--- src/inc/mwp_defs.vh ---
// Purpose: constants for the memory window paging and chip select block
// Assumes: register byte address is four times the register index
// Notes: definitions only
`ifndef MWP_DEFS_VH
`define MWP_DEFS_VH

// Register indices, byte address = index * 4
`define MWP_IDX_LASTSEL 8'h2E
`define MWP_IDX_LASTADR 8'h2F
`define MWP_IDX_FDATA 8'h30
`define MWP_IDX_GDATA 8'h31
`define MWP_IDX_FDIR 8'h32
`define MWP_IDX_GDIR 8'h33
`define MWP_IDX_DWPG 8'h34
`define MWP_IDX_PWPG 8'h35
`define MWP_IDX_EWPG 8'h36
`define MWP_IDX_WENA 8'h37
`define MWP_IDX_PASGN 8'h38
`define MWP_IDX_SCTL 8'h3C
`define MWP_IDX_SCTL1 8'h3D
`define MWP_IDX_WLOC 8'h3E
`define MWP_ADR_HI_ZERO 22'h000000

// Implemented bits of each register
`define MWP_MSK_F 8'h7F
`define MWP_MSK_G 8'h3F
`define MWP_MSK_WENA 8'hE0
`define MWP_MSK_SCTL 8'h7F
`define MWP_MSK_SCTL1 8'h78
`define MWP_MSK_WLOC 8'h80

// Reset values
`define MWP_RST_ZERO 8'h00
`define MWP_RST_SCTL 8'h20

// Window enable bits
`define MWP_WEN_DATA 7
`define MWP_WEN_PROG 6
`define MWP_WEN_EXTRA 5
// Select control 1 bits
`define MWP_S1_FULLMAP 6
`define MWP_S1_SPLIT21 5
`define MWP_S1_HALFMAP 4
`define MWP_S1_FOLLOWEXT 3
// Window location bit
`define MWP_WLOC_BIT 7

// Select numbering: control bit, port F pin and one-hot position
`define MWP_SEL_ZERO 0
`define MWP_SEL_ONE 1
`define MWP_SEL_TWO 2
`define MWP_SEL_THREE 3
`define MWP_SEL_DATA 4
`define MWP_SEL_PROG0 5
`define MWP_SEL_PROG1 6

// Address decode values
`define MWP_DWIN_TOP 4'h7
`define MWP_PWIN_TOP 2'b10
`define MWP_EWIN_LO 6'h00
`define MWP_EWIN_HI 6'h01
`define MWP_REGS_BLK 2'b00
`define MWP_SELS_BLK 2'b01
`define MWP_SEL3_OFS 3'b101
`define MWP_SEL2_OFS 3'b111
`define MWP_SEL1_OFS 2'b11
`define MWP_UNPAGED 6'h3F
`define MWP_FORCE4 4'hF
`define MWP_FORCE2 2'b11

`endif

--- src/hdl/mwp_top.v ---
// Purpose: address paging windows, extended address pins, chip selects
// Assumes: cpu_addr, cpu_access and mode inputs come from logic on hclk
// Notes: translation and decode are combinational from registers
`timescale 1ns/1ps
`include "mwp_defs.vh"

module mwp_top (
	input wire hclk,
	input wire hresetn,
	input wire ce,
	input wire hsel,
	input wire [31:0] haddr,
	input wire [1:0] htrans,
	input wire hwrite,
	input wire [2:0] hsize,
	input wire [31:0] hwdata,
	input wire hready,
	output wire hreadyout,
	output wire hresp,
	output wire [31:0] hrdata,
	input wire expanded_mode,
	input wire [4:0] reg_block_base,
	input wire [15:0] cpu_addr,
	input wire cpu_access,
	output wire [5:0] ext_addr_mid,
	input wire [6:0] port_f_in,
	output wire [6:0] port_f_out,
	output wire [6:0] port_f_oe,
	input wire [5:0] port_g_in,
	output wire [5:0] port_g_out,
	output wire [5:0] port_g_oe,
	output wire [6:0] select_onehot
);

// Software-visible registers
reg [7:0] fdata_ff;
reg [7:0] gdata_ff;
reg [7:0] fdir_ff;
reg [7:0] gdir_ff;
reg [7:0] dwpg_ff;
reg [7:0] pwpg_ff;
reg [7:0] ewpg_ff;
reg [7:0] wena_ff;
reg [7:0] pasgn_ff;
reg [7:0] sctl_ff;
reg [7:0] sctl1_ff;
reg [7:0] wloc_ff;
reg [6:0] lastsel_ff;
reg [11:0] lastadr_ff;

// Next values of the writable registers
reg [7:0] nxt_fdata;
reg [7:0] nxt_gdata;
reg [7:0] nxt_fdir;
reg [7:0] nxt_gdir;
reg [7:0] nxt_dwpg;
reg [7:0] nxt_pwpg;
reg [7:0] nxt_ewpg;
reg [7:0] nxt_wena;
reg [7:0] nxt_pasgn;
reg [7:0] nxt_sctl;
reg [7:0] nxt_sctl1;
reg [7:0] nxt_wloc;

// Bus pipeline
reg wr_pend_ff;
reg [7:0] wr_idx_ff;
reg [31:0] hrdata_ff;
reg [31:0] nxt_hrdata;

// Pin synchroniser stages
reg [6:0] f_s1_ff;
reg [6:0] f_s2_ff;
reg [5:0] g_s1_ff;
reg [5:0] g_s2_ff;

// Combinational results
reg [7:0] rd_val;
reg [21:10] xa;
reg [6:0] raw;
reg [6:0] sel;

wire [7:0] idx;
wire adr_ok;
wire take;
wire in_blk;
wire in_regs;
wire in_area;
wire in_dw;
wire in_pw;
wire in_ew;
wire dw_on;
wire pw_on;
wire ew_on;
wire act;
wire [6:0] own_f;
wire [5:0] own_g;
wire [7:0] f_view;
wire [7:0] g_view;

// Bus side: zero wait states; ce low stalls the data phase
assign hreadyout = ce;
assign hresp = 1'b0;
assign hrdata = hrdata_ff;
// Whole-word registers, so byte lanes are never decoded
assign idx = haddr[9:2];
assign adr_ok = (haddr[31:10] == `MWP_ADR_HI_ZERO);
assign take = hsel & htrans[1] & hready;

// Write commits in the data phase
// Unimplemented bits are masked, so they always read zero
always @* begin
	nxt_fdata = fdata_ff;
	nxt_gdata = gdata_ff;
	nxt_fdir = fdir_ff;
	nxt_gdir = gdir_ff;
	nxt_dwpg = dwpg_ff;
	nxt_pwpg = pwpg_ff;
	nxt_ewpg = ewpg_ff;
	nxt_wena = wena_ff;
	nxt_pasgn = pasgn_ff;
	nxt_sctl = sctl_ff;
	nxt_sctl1 = sctl1_ff;
	nxt_wloc = wloc_ff;
	if (wr_pend_ff) begin
		case (wr_idx_ff)
		`MWP_IDX_FDATA: nxt_fdata = hwdata[7:0] & `MWP_MSK_F;
		`MWP_IDX_GDATA: nxt_gdata = hwdata[7:0] & `MWP_MSK_G;
		`MWP_IDX_FDIR: nxt_fdir = hwdata[7:0] & `MWP_MSK_F;
		`MWP_IDX_GDIR: nxt_gdir = hwdata[7:0] & `MWP_MSK_G;
		`MWP_IDX_DWPG: nxt_dwpg = hwdata[7:0];
		`MWP_IDX_PWPG: nxt_pwpg = hwdata[7:0];
		`MWP_IDX_EWPG: nxt_ewpg = hwdata[7:0];
		`MWP_IDX_WENA: nxt_wena = hwdata[7:0] & `MWP_MSK_WENA;
		`MWP_IDX_PASGN: nxt_pasgn = hwdata[7:0] & `MWP_MSK_G;
		`MWP_IDX_SCTL: nxt_sctl = hwdata[7:0] & `MWP_MSK_SCTL;
		`MWP_IDX_SCTL1: nxt_sctl1 = hwdata[7:0] & `MWP_MSK_SCTL1;
		`MWP_IDX_WLOC: nxt_wloc = hwdata[7:0] & `MWP_MSK_WLOC;
		default: nxt_fdata = fdata_ff;
		endcase
	end
end

// Port reads: output bits show the latch, input bits the pin
// Input bits lag the pin by the two synchroniser stages
assign f_view = (nxt_fdir & nxt_fdata) | (~nxt_fdir & {1'b0, f_s2_ff});
assign g_view = (nxt_gdir & nxt_gdata) | (~nxt_gdir & {2'b00, g_s2_ff});

// Read mux uses next values so a write just before is seen
always @* begin
	rd_val = `MWP_RST_ZERO;
	case (idx)
	`MWP_IDX_LASTSEL: rd_val = {1'b0, lastsel_ff};
	`MWP_IDX_LASTADR: rd_val = {2'b00, lastadr_ff[11:6]};
	`MWP_IDX_FDATA: rd_val = f_view;
	`MWP_IDX_GDATA: rd_val = g_view;
	`MWP_IDX_FDIR: rd_val = nxt_fdir;
	`MWP_IDX_GDIR: rd_val = nxt_gdir;
	`MWP_IDX_DWPG: rd_val = nxt_dwpg;
	`MWP_IDX_PWPG: rd_val = nxt_pwpg;
	`MWP_IDX_EWPG: rd_val = nxt_ewpg;
	`MWP_IDX_WENA: rd_val = nxt_wena;
	`MWP_IDX_PASGN: rd_val = nxt_pasgn;
	`MWP_IDX_SCTL: rd_val = nxt_sctl;
	`MWP_IDX_SCTL1: rd_val = nxt_sctl1;
	`MWP_IDX_WLOC: rd_val = nxt_wloc;
	default: rd_val = `MWP_RST_ZERO;
	endcase
end

// Read data registered at the address edge, valid in the data phase
always @* begin
	nxt_hrdata = hrdata_ff;
	if (take & ~hwrite) begin
		nxt_hrdata = adr_ok ? {24'h000000, rd_val} : 32'h00000000;
	end
end

// Bus state and registers
always @(posedge hclk or negedge hresetn) begin
	if (!hresetn) begin
		wr_pend_ff <= 1'b0;
		wr_idx_ff <= `MWP_RST_ZERO;
		hrdata_ff <= 32'h00000000;
		fdata_ff <= `MWP_RST_ZERO;
		gdata_ff <= `MWP_RST_ZERO;
		fdir_ff <= `MWP_RST_ZERO;
		gdir_ff <= `MWP_RST_ZERO;
		dwpg_ff <= `MWP_RST_ZERO;
		pwpg_ff <= `MWP_RST_ZERO;
		ewpg_ff <= `MWP_RST_ZERO;
		wena_ff <= `MWP_RST_ZERO;
		pasgn_ff <= `MWP_RST_ZERO;
		sctl_ff <= `MWP_RST_SCTL;
		sctl1_ff <= `MWP_RST_ZERO;
		wloc_ff <= `MWP_RST_ZERO;
	end else if (ce) begin
		wr_pend_ff <= take & hwrite & adr_ok;
		wr_idx_ff <= idx;
		hrdata_ff <= nxt_hrdata;
		fdata_ff <= nxt_fdata;
		gdata_ff <= nxt_gdata;
		fdir_ff <= nxt_fdir;
		gdir_ff <= nxt_gdir;
		dwpg_ff <= nxt_dwpg;
		pwpg_ff <= nxt_pwpg;
		ewpg_ff <= nxt_ewpg;
		wena_ff <= nxt_wena;
		pasgn_ff <= nxt_pasgn;
		sctl_ff <= nxt_sctl;
		sctl1_ff <= nxt_sctl1;
		wloc_ff <= nxt_wloc;
	end
end

// Pin synchronisers for readback only
// Pins are asynchronous to hclk; no select or address logic reads them
always @(posedge hclk or negedge hresetn) begin
	if (!hresetn) begin
		f_s1_ff <= 7'h00;
		f_s2_ff <= 7'h00;
		g_s1_ff <= 6'h00;
		g_s2_ff <= 6'h00;
	end else if (ce) begin
		f_s1_ff <= port_f_in;
		f_s2_ff <= f_s1_ff;
		g_s1_ff <= port_g_in;
		g_s2_ff <= g_s1_ff;
	end
end

// Window hits
// A window whose enable bit is clear leaves its range unpaged
assign dw_on = wena_ff[`MWP_WEN_DATA];
assign pw_on = wena_ff[`MWP_WEN_PROG];
assign ew_on = wena_ff[`MWP_WEN_EXTRA];
assign in_dw = (cpu_addr[15:12] == `MWP_DWIN_TOP);
assign in_pw = (cpu_addr[15:14] == `MWP_PWIN_TOP);
assign in_ew = wloc_ff[`MWP_WLOC_BIT] ?
	(cpu_addr[15:10] == `MWP_EWIN_LO) :
	(cpu_addr[15:10] == `MWP_EWIN_HI);

// Register block and the select area right above it
assign in_blk = (cpu_addr[15:11] == reg_block_base);
assign in_regs = in_blk & (cpu_addr[10:9] == `MWP_REGS_BLK);
assign in_area = in_blk & (cpu_addr[10:9] == `MWP_SELS_BLK);

// Translation, combinational so a page write hits the next access
// Windows never overlap, so testing the extra window first is free
always @* begin
	xa = {`MWP_UNPAGED, cpu_addr[15:10]};
	if (ew_on & in_ew) begin
		xa = {`MWP_FORCE4, ewpg_ff};
	end else if (dw_on & in_dw) begin
		xa = {`MWP_FORCE2, dwpg_ff, cpu_addr[11:10]};
	end else if (pw_on & in_pw) begin
		xa = {pwpg_ff, cpu_addr[13:10]};
	end
end

assign ext_addr_mid = xa[15:10];

// Raw select ranges before precedence
// Split mode reads translated line 21, which is one outside the window
always @* begin
	raw = 7'h00;
	if (sctl1_ff[`MWP_S1_FOLLOWEXT]) begin
		raw[`MWP_SEL_THREE] = ew_on & in_ew;
	end else begin
		raw[`MWP_SEL_THREE] = in_area &
			(cpu_addr[9:7] == `MWP_SEL3_OFS);
	end
	raw[`MWP_SEL_TWO] = in_area &
		(cpu_addr[9:7] == `MWP_SEL2_OFS);
	raw[`MWP_SEL_ONE] = in_area &
		(cpu_addr[9:8] == `MWP_SEL1_OFS);
	raw[`MWP_SEL_ZERO] = in_area;
	if (sctl1_ff[`MWP_S1_HALFMAP]) begin
		raw[`MWP_SEL_DATA] = ~cpu_addr[15];
	end else begin
		raw[`MWP_SEL_DATA] = in_dw;
	end
	if (sctl1_ff[`MWP_S1_SPLIT21]) begin
		raw[`MWP_SEL_PROG0] = cpu_addr[15] & xa[21];
		raw[`MWP_SEL_PROG1] = cpu_addr[15] & ~xa[21];
	end else begin
		raw[`MWP_SEL_PROG0] = cpu_addr[15];
		raw[`MWP_SEL_PROG1] = cpu_addr[15] |
			sctl1_ff[`MWP_S1_FULLMAP];
	end
	raw = raw & sctl_ff[6:0];
end

// External selects only in expanded mode, never on the registers
// Register block outranks every external space
assign act = expanded_mode & cpu_access & ~in_regs;

// Fixed precedence leaves at most one select active
always @* begin
	sel = 7'h00;
	if (act) begin
		if (raw[`MWP_SEL_THREE]) begin
			sel[`MWP_SEL_THREE] = 1'b1;
		end else if (raw[`MWP_SEL_TWO]) begin
			sel[`MWP_SEL_TWO] = 1'b1;
		end else if (raw[`MWP_SEL_ONE]) begin
			sel[`MWP_SEL_ONE] = 1'b1;
		end else if (raw[`MWP_SEL_ZERO]) begin
			sel[`MWP_SEL_ZERO] = 1'b1;
		end else if (raw[`MWP_SEL_PROG0]) begin
			sel[`MWP_SEL_PROG0] = 1'b1;
		end else if (raw[`MWP_SEL_DATA]) begin
			sel[`MWP_SEL_DATA] = 1'b1;
		end else if (raw[`MWP_SEL_PROG1]) begin
			sel[`MWP_SEL_PROG1] = 1'b1;
		end
	end
end

// Active-high copy of the select pins, for watching from outside
assign select_onehot = sel;

// Last external access, for software to inspect
// Single-chip accesses are not recorded; no select or port G address reaches the pins then
always @(posedge hclk or negedge hresetn) begin
	if (!hresetn) begin
		lastsel_ff <= 7'h00;
		lastadr_ff <= 12'h000;
	end else if (ce & cpu_access & expanded_mode) begin
		lastsel_ff <= sel;
		lastadr_ff <= xa;
	end
end

// Port F: select takes over pin only in expanded mode
// Combinational, so the pin frames the same cycle as the address
assign own_f = {7{expanded_mode}} & sctl_ff[6:0];
assign port_f_out = (own_f & ~sel) |
	(~own_f & fdata_ff[6:0]);
assign port_f_oe = own_f | fdir_ff[6:0];

// Port G: assigned lines carry the extended address only in expanded mode
// Unassigned lines fall back to port latch and direction bit
assign own_g = {6{expanded_mode}} & pasgn_ff[5:0];
assign port_g_out = (own_g & xa[21:16]) |
	(~own_g & gdata_ff[5:0]);
assign port_g_oe = own_g | gdir_ff[5:0];

endmodule // mwp_top

--- config.mk ---
export PLATFORM = sky130hd
export DESIGN_NAME = mwp_top
export DESIGN_NICKNAME = d
export VERILOG_FILES = /design/src/hdl/mwp_top.v
export VERILOG_INCLUDE_DIRS = /design/src /design/src/inc
export SDC_FILE = /design/constraint.sdc
export NUM_CORES = 1
export LEC_CHECK = 0
export BUFFER_PORTS_ARGS = -buffer_cell sky130_fd_sc_hd__buf_2
export CELL_PAD_IN_SITES_DETAIL_PLACEMENT = 2
export CELL_PAD_IN_SITES_GLOBAL_PLACEMENT = 2
export CORE_MARGIN = 2
export CORE_UTILIZATION = 37
export DETAILED_ROUTE_END_ITERATION = 12
export GPL_ROUTABILITY_DRIVEN = 0
export PLACE_DENSITY = 0.85
export RECOVER_POWER = 100
export SLEW_MARGIN = 20
export SYNTH_ARGS = -nofsm -noshare
export SYNTH_HDL_FRONTEND = slang
export SYNTH_SLANG_ARGS = --single-unit
--- constraint.sdc ---
create_clock -name hclk -period 5.05 [get_ports hclk]
set_clock_uncertainty 0.1 [all_clocks]
set_input_delay 0.2525 -clock hclk [delete_from_list [all_inputs] [get_ports hclk]]
set_output_delay 0.2525 -clock hclk [all_outputs]
set_load 0.1 [all_outputs]
Word level (Yosys, flattened, before mapping)
Cells that the tools add are included.
{"block": "classes", "eq_ne": 34, "mux": 51, "n_bitwise": 46, "reduce_logical": 4}
{"op": "8-bit by 6-bit == test with 1-bit output (second input constant)", "count": 26}
{"op": "8-bit 2-to-1 mux", "count": 25}
{"op": "8-bit case mux with 14 select lines", "count": 1}
{"op": "12-bit 2-to-1 mux", "count": 3}
{"op": "7-bit AND", "count": 4}
{"op": "22-bit zero test", "count": 1}
{"op": "1-bit AND", "count": 19}
{"op": "6-bit AND", "count": 3}
{"op": "8-bit AND", "count": 2}
{"op": "8-bit NOT", "count": 2}
{"op": "8-bit OR", "count": 2}
{"op": "3-bit 2-to-1 mux", "count": 5}
{"op": "1-bit 2-to-1 mux", "count": 14}
{"op": "7-bit NOT", "count": 2}
{"op": "7-bit OR", "count": 2}
{"op": "6-bit OR", "count": 2}
{"op": "8-bit by 6-bit AND with 8-bit output", "count": 1}
{"op": "8-bit by 7-bit AND with 8-bit output", "count": 1}
{"op": "7-bit 2-to-1 mux", "count": 1}
{"op": "3-bit == test (second input constant)", "count": 2}
{"op": "6-bit by 1-bit == test with 1-bit output (second input constant)", "count": 1}
{"op": "6-bit zero test", "count": 1}
{"op": "6-bit NOT", "count": 1}
{"op": "5-bit == test", "count": 1}
{"op": "8 further kinds", "count": 13}
{"block": "word_totals", "ff_bits": 182, "input_bits": 111, "out_inout_bits": 73, "wordCells": 156}

Depth between registers and ports, before layout
{"block": "logic_depth", "ltp_word": 20, "depth_mapped": 9, "ltp_nobuf": 6}

Least setup slack after synthesis
OpenSTA, ideal clock, no wires.
{"block": "synth_path", "kind": "input to output", "start": "in cpu_addr[15]", "end": "out port_f_out[3]", "arrival_time_ns": 5.144, "required_ns": 4.698, "setup_slack_ns": -0.447, "cell_stages": 7, "n_path_buf": 1, "path_cell_list": "buf_2 -> xnor2_1 -> nand4_1 -> or3_1 -> o31ai_1 -> nor3b_1 -> a21oi_1"}
{"block": "synth_between", "elab_chain_cells": 10, "word_cells_on_any_way": 17, "classes_between": "eq/ne: 2; mux: 4; bitwise: 10; reduce/logical: 1"}
{"element": "from (decl)", "line": "mwp_top.v:23", "text": "input wire [15:0] cpu_addr,"}
{"element": "6-bit by 1-bit == test with 1-bit output (no source line), or another cell as far along"}
{"element": "1-bit 2-to-1 mux or 1-bit AND (tied branches)", "line": "mwp_top.v:239, mwp_top.v:246"}
{"element": "1-bit AND, on equally long branches", "line": "mwp_top.v:268, mwp_top.v:270"}
{"element": "1-bit 2-to-1 mux", "line": "mwp_top.v:267", "text": "if (sctl1_ff[`MWP_S1_FOLLOWEXT]) begin"}
{"element": "7-bit AND", "line": "mwp_top.v:291", "text": "raw = raw & sctl_ff[6:0];"}
{"element": "1-bit 2-to-1 mux", "line": "mwp_top.v:302", "text": "if (raw[`MWP_SEL_THREE]) begin"}
{"element": "7-bit 2-to-1 mux (*)", "line": "mwp_top.v:301", "text": "if (act) begin"}
{"element": "net select_onehot[3]", "line": "mwp_top.v:32", "text": "output wire [6:0] select_onehot"}
{"element": "7-bit NOT (*)", "line": "mwp_top.v:338", "text": "assign port_f_out = (own_f & ~sel) |"}
{"element": "7-bit AND (*)", "line": "mwp_top.v:338"}
{"element": "7-bit OR (*)", "line": "mwp_top.v:338"}
{"element": "to (decl)", "line": "mwp_top.v:27", "text": "output wire [6:0] port_f_out,"}
The timed path passes the listed nets; every way through them passes the cells marked *.

Worst setup path in the final report
{"block": "layout_path", "start": "reg wr_idx_ff[1]", "end": "reg hrdata_ff[1] (netlist: hrdata[1])"}
{"block": "layout_between", "elab_chain_cells": 8, "word_cells_on_any_way": 46, "classes_between": "eq/ne: 12; mux: 26; bitwise: 8"}
{"element": "from (decl)", "line": "mwp_top.v:67", "text": "reg [7:0] wr_idx_ff;"}
{"element": "from (signal assigned)", "line": "mwp_top.v:183", "text": "wr_idx_ff <= `MWP_RST_ZERO;"}
{"element": "from (signal assigned)", "line": "mwp_top.v:199", "text": "wr_idx_ff <= idx;"}
{"element": "8-bit by 6-bit == test with 1-bit output", "line": "mwp_top.v:126", "text": "case (wr_idx_ff)"}
{"element": "8-bit 2-to-1 mux", "line": "mwp_top.v:126"}
{"element": "8-bit 2-to-1 mux", "line": "mwp_top.v:125", "text": "if (wr_pend_ff) begin"}
{"element": "8-bit NOT, on equally long branches", "line": "mwp_top.v:147, mwp_top.v:146"}
{"element": "8-bit by 6-bit AND with 8-bit output or 8-bit by 7-bit AND with 8-bit output (tied branches)", "line": "mwp_top.v:147, mwp_top.v:146"}
{"element": "8-bit OR, on equally long branches", "line": "mwp_top.v:147, mwp_top.v:146"}
{"element": "8-bit case mux with 14 select lines (*)", "line": "mwp_top.v:152", "text": "case (idx)"}
{"element": "8-bit 2-to-1 mux (*)", "line": "mwp_top.v:175", "text": "nxt_hrdata = adr_ok ? {24'h000000, rd_val} : 32'h00000000;"}
{"element": "to (signal assigned)", "line": "mwp_top.v:200", "text": "hrdata_ff <= nxt_hrdata;"}
{"element": "to (decl)", "line": "mwp_top.v:68", "text": "reg [31:0] hrdata_ff;"}
Mark *: on every way between the ends. The rest lies on a longest branch, timed or not.
A chain may end at the register's enable or synchronous reset.

==> results_dict.tcl <==
set metrics [dict create \
    cts.sinks 152 \
    htreeDepth 4 \
    sw_frac_of_total_pct 29.0 \
    drive_above_1_share_pct 23.1 \
    drv_cap 3 \
    clkLatencyLatePin_ns 0.44 \
    grt_usage_pct 30.2 \
    cts-root-buf "clkbuf_16" \
    cts_resized 0 \
    rrSetupSlack_ns 0.92 \
    synth_flop_cell "dfrtp_1" \
    critPathArrivalTime_ns 4.31 \
    rows 56 \
    grt_overflow_total 0 \
    worst_pin_slew_ns 2.69 \
    whs_ns 0.00718 \
    drt-pass1-iter-count 5 \
    synth_top_area_share_pct 42.7 \
    cts_tree "built" \
    synthTopCellsByCount "dfrtp_1, mux2_2, nand2_1" \
    coreArea_sq_um 23500 \
    syn_area_per_cell_sq_um 10.2 \
    die_h_um 159 \
    fill_cells 2523 \
    grt_max_degree 72 \
    stdcell_count 1305 \
    setup_viol 0 \
    p_clk_share_pct 46.3 \
    period_share_pct 81.7 \
    pin_count 184 \
    p_sw_uw 899 \
    antenna_found_initial 3 \
    ys_top_cells_by_area "dfrtp_1, mux2_2, mux2i_1" \
    synth-seq-cells 152 \
    fmax_ghz 0.242 \
    holdPathStages 3 \
    synth_most_common_cell "dfrtp_1" \
    timing.setup.tns_ns 0 \
    cp_data_required_time_ns 5.24 \
    fin_nets 1082 \
    violations "capacitance limit, slew limit" \
    yosys_warnings 0 \
    dr.first_iter.drc_count 605 \
    max_slew_margin_pct -79.7 \
    via_per_inst 6.07 \
    vdd_drop_max_mv 0.203 \
    finalMaxSlewViolations 112 \
    drcViolationCount 0 \
    reg2reg_depth 7 \
    cts_made_buffers 17 \
    netlist_area_sq_um 8840 \
    synth_cell_type_count 70 \
    synth_edf_count 0 \
    area_growth_pct 16.5 \
    yosys.area.top_type "dfrtp_1" \
    p_leak_nw 4.64 \
    ant_nets 0 \
    syn_inst 863 \
    grt_pass1_wl_um 55000 \
    dieArea_sq_um 25100 \
    clock_path_buffers 2 \
    portBuffers 121 \
    p_int_mw 2.20 \
    crit_path_end_kind "flip-flop" \
    wirelength_um 37100 \
    die_x_um 159 \
    dp.cells 1256 \
    dp_hpwl_um 25300 \
    cts.clk_slew.worst_paths_ns 0.07 \
    synth-seq-area-share_pct 43.0 \
    first_global_vias 8564 \
    rsz0062_at_grt "no" \
    min_path_type "input port to flip-flop" \
    path_class "flip-flop to flip-flop" \
    wl_per_cell_um 28.4 \
    hold_viol_final 0 \
    period_needed_ns 4.13 \
    initial_core_util_pct 37.7 \
    start_kind "flip-flop" \
    critical_path.max_fanout 30 \
    seqPwrFrac_pct 42.0 \
    vias 7915 \
    status "complete, but fails checks" \
    powerDensity_nw_per_um2 301 \
    combPwrFrac_pct 11.7 \
    async_reset_ff_share_pct 100 \
]
cell families after synthesis:
kind of cell	count (synthesis)	synth area share, %
AOI/OAI and AO/OA	170	13.0
xor gates and xnor gates	6	0.594
buffers and inverters	89	5.21
DFF	152	43.0
muxes	168	20.5
other	1	0.0424
and+or+nand+nor	277	17.6
metrics by stage:
stage	setup slack [ns]	util (%)	instance area (sq um)	power, mW
finish	0.922	43.9	10300	3.10
global route	0.836	43.9	10300	3.18
CTS	1.57	44.2	10400	3.11
detailed placement	1.74	40.8	9590	1.67
global placement	1.84	40.8	9590	1.65
floorplan	0.137	-	8940	1.57
worst max-delay path: stages, from the launching register on:
cell and delay, ns:
dfrtp_1 0.47, clkbuf_1 1.00, nand3b_1 0.31, nor3_1 0.74, nor2_1 0.32, a32o_1 0.33, nor4_1 0.52, a32oi_1 0.20
worst paths after layout:
kind                              start        endpoint
min in group asynchronous       hresetn      g_s2_ff[5]
min reg2reg                  wloc_ff[3]      wloc_ff[3]
max                        wr_idx_ff[1]       hrdata[1]
max reg2reg                wr_idx_ff[1]       hrdata[1]
min                              hwrite      wr_pend_ff
max in group asynchronous       hresetn  lastadr_ff[10]
routing by layer:
layer / track usage, % / share of wire [%]
met2: 50.3 / 49
met5: 0 / 0.035
met4: 14.9 / 4.8
met3: 8.49 / 7.8
met1: 35.9 / 39
repair_timing:
item | 4_1_cts | 5_1_grt
setup endpoints to repair | 0 | 0
setup buffers | 0 | 0
hold buffers | 15 | 0
hold endpoints to repair | 83 | 0
final cells by class:
| type | instances | area (sq um) | share of cell area [%] |
|---|---|---|---|
| antenna | 2 | 5.00 | 0.0486 |
| clock buffer | 17 | 425 | 4.13 |
| clock inverter | 15 | 211 | 2.05 |
| inverter | 12 | 45.0 | 0.437 |
| multi-input combinational | 646 | 4670 | 45.3 |
| sequential | 152 | 3800 | 36.9 |
| tap | 319 | 399 | 3.88 |
| timing repair buffer | 142 | 738 | 7.17 |
layout by cell type (no fill, tap or decap), types with 5 or more instances in the layout:
master,n
a22o_1,7
mux2_2,101
nand3b_1,9
inv_1,12
nand4_1,10
nor2_1,37
a21o_1,12
a21oi_1,25
a211oi_1,8
clkbuf_1,49
nand2_1,75
nor3_1,15
or3_1,6
nor3b_1,6
and2_1,12
nand2b_1,14
and3_1,6
inv_6,5
o31ai_1,8
dlygate4sd3_1,15
clkbuf_16,17
mux2i_1,63
a31oi_1,9
o22ai_1,27
nand3_1,19
nor2b_1,8
buf_2,74
and2_0,19
o21ai_0,33
dfrtp_1,151
conb_1,25
a32oi_1,7
nor4_1,9
power groups by stage:
stage	clock network [mW]	registers (mW)	logic [mW]
global placement	0	1.32	0.337
global route	1.49	1.30	0.387
CTS	1.45	1.30	0.363
floorplan	0	1.30	0.264
detailed placement	0	1.32	0.349
finish	1.44	1.30	0.362
No activity file was read; power rests on OpenSTA's default activity.
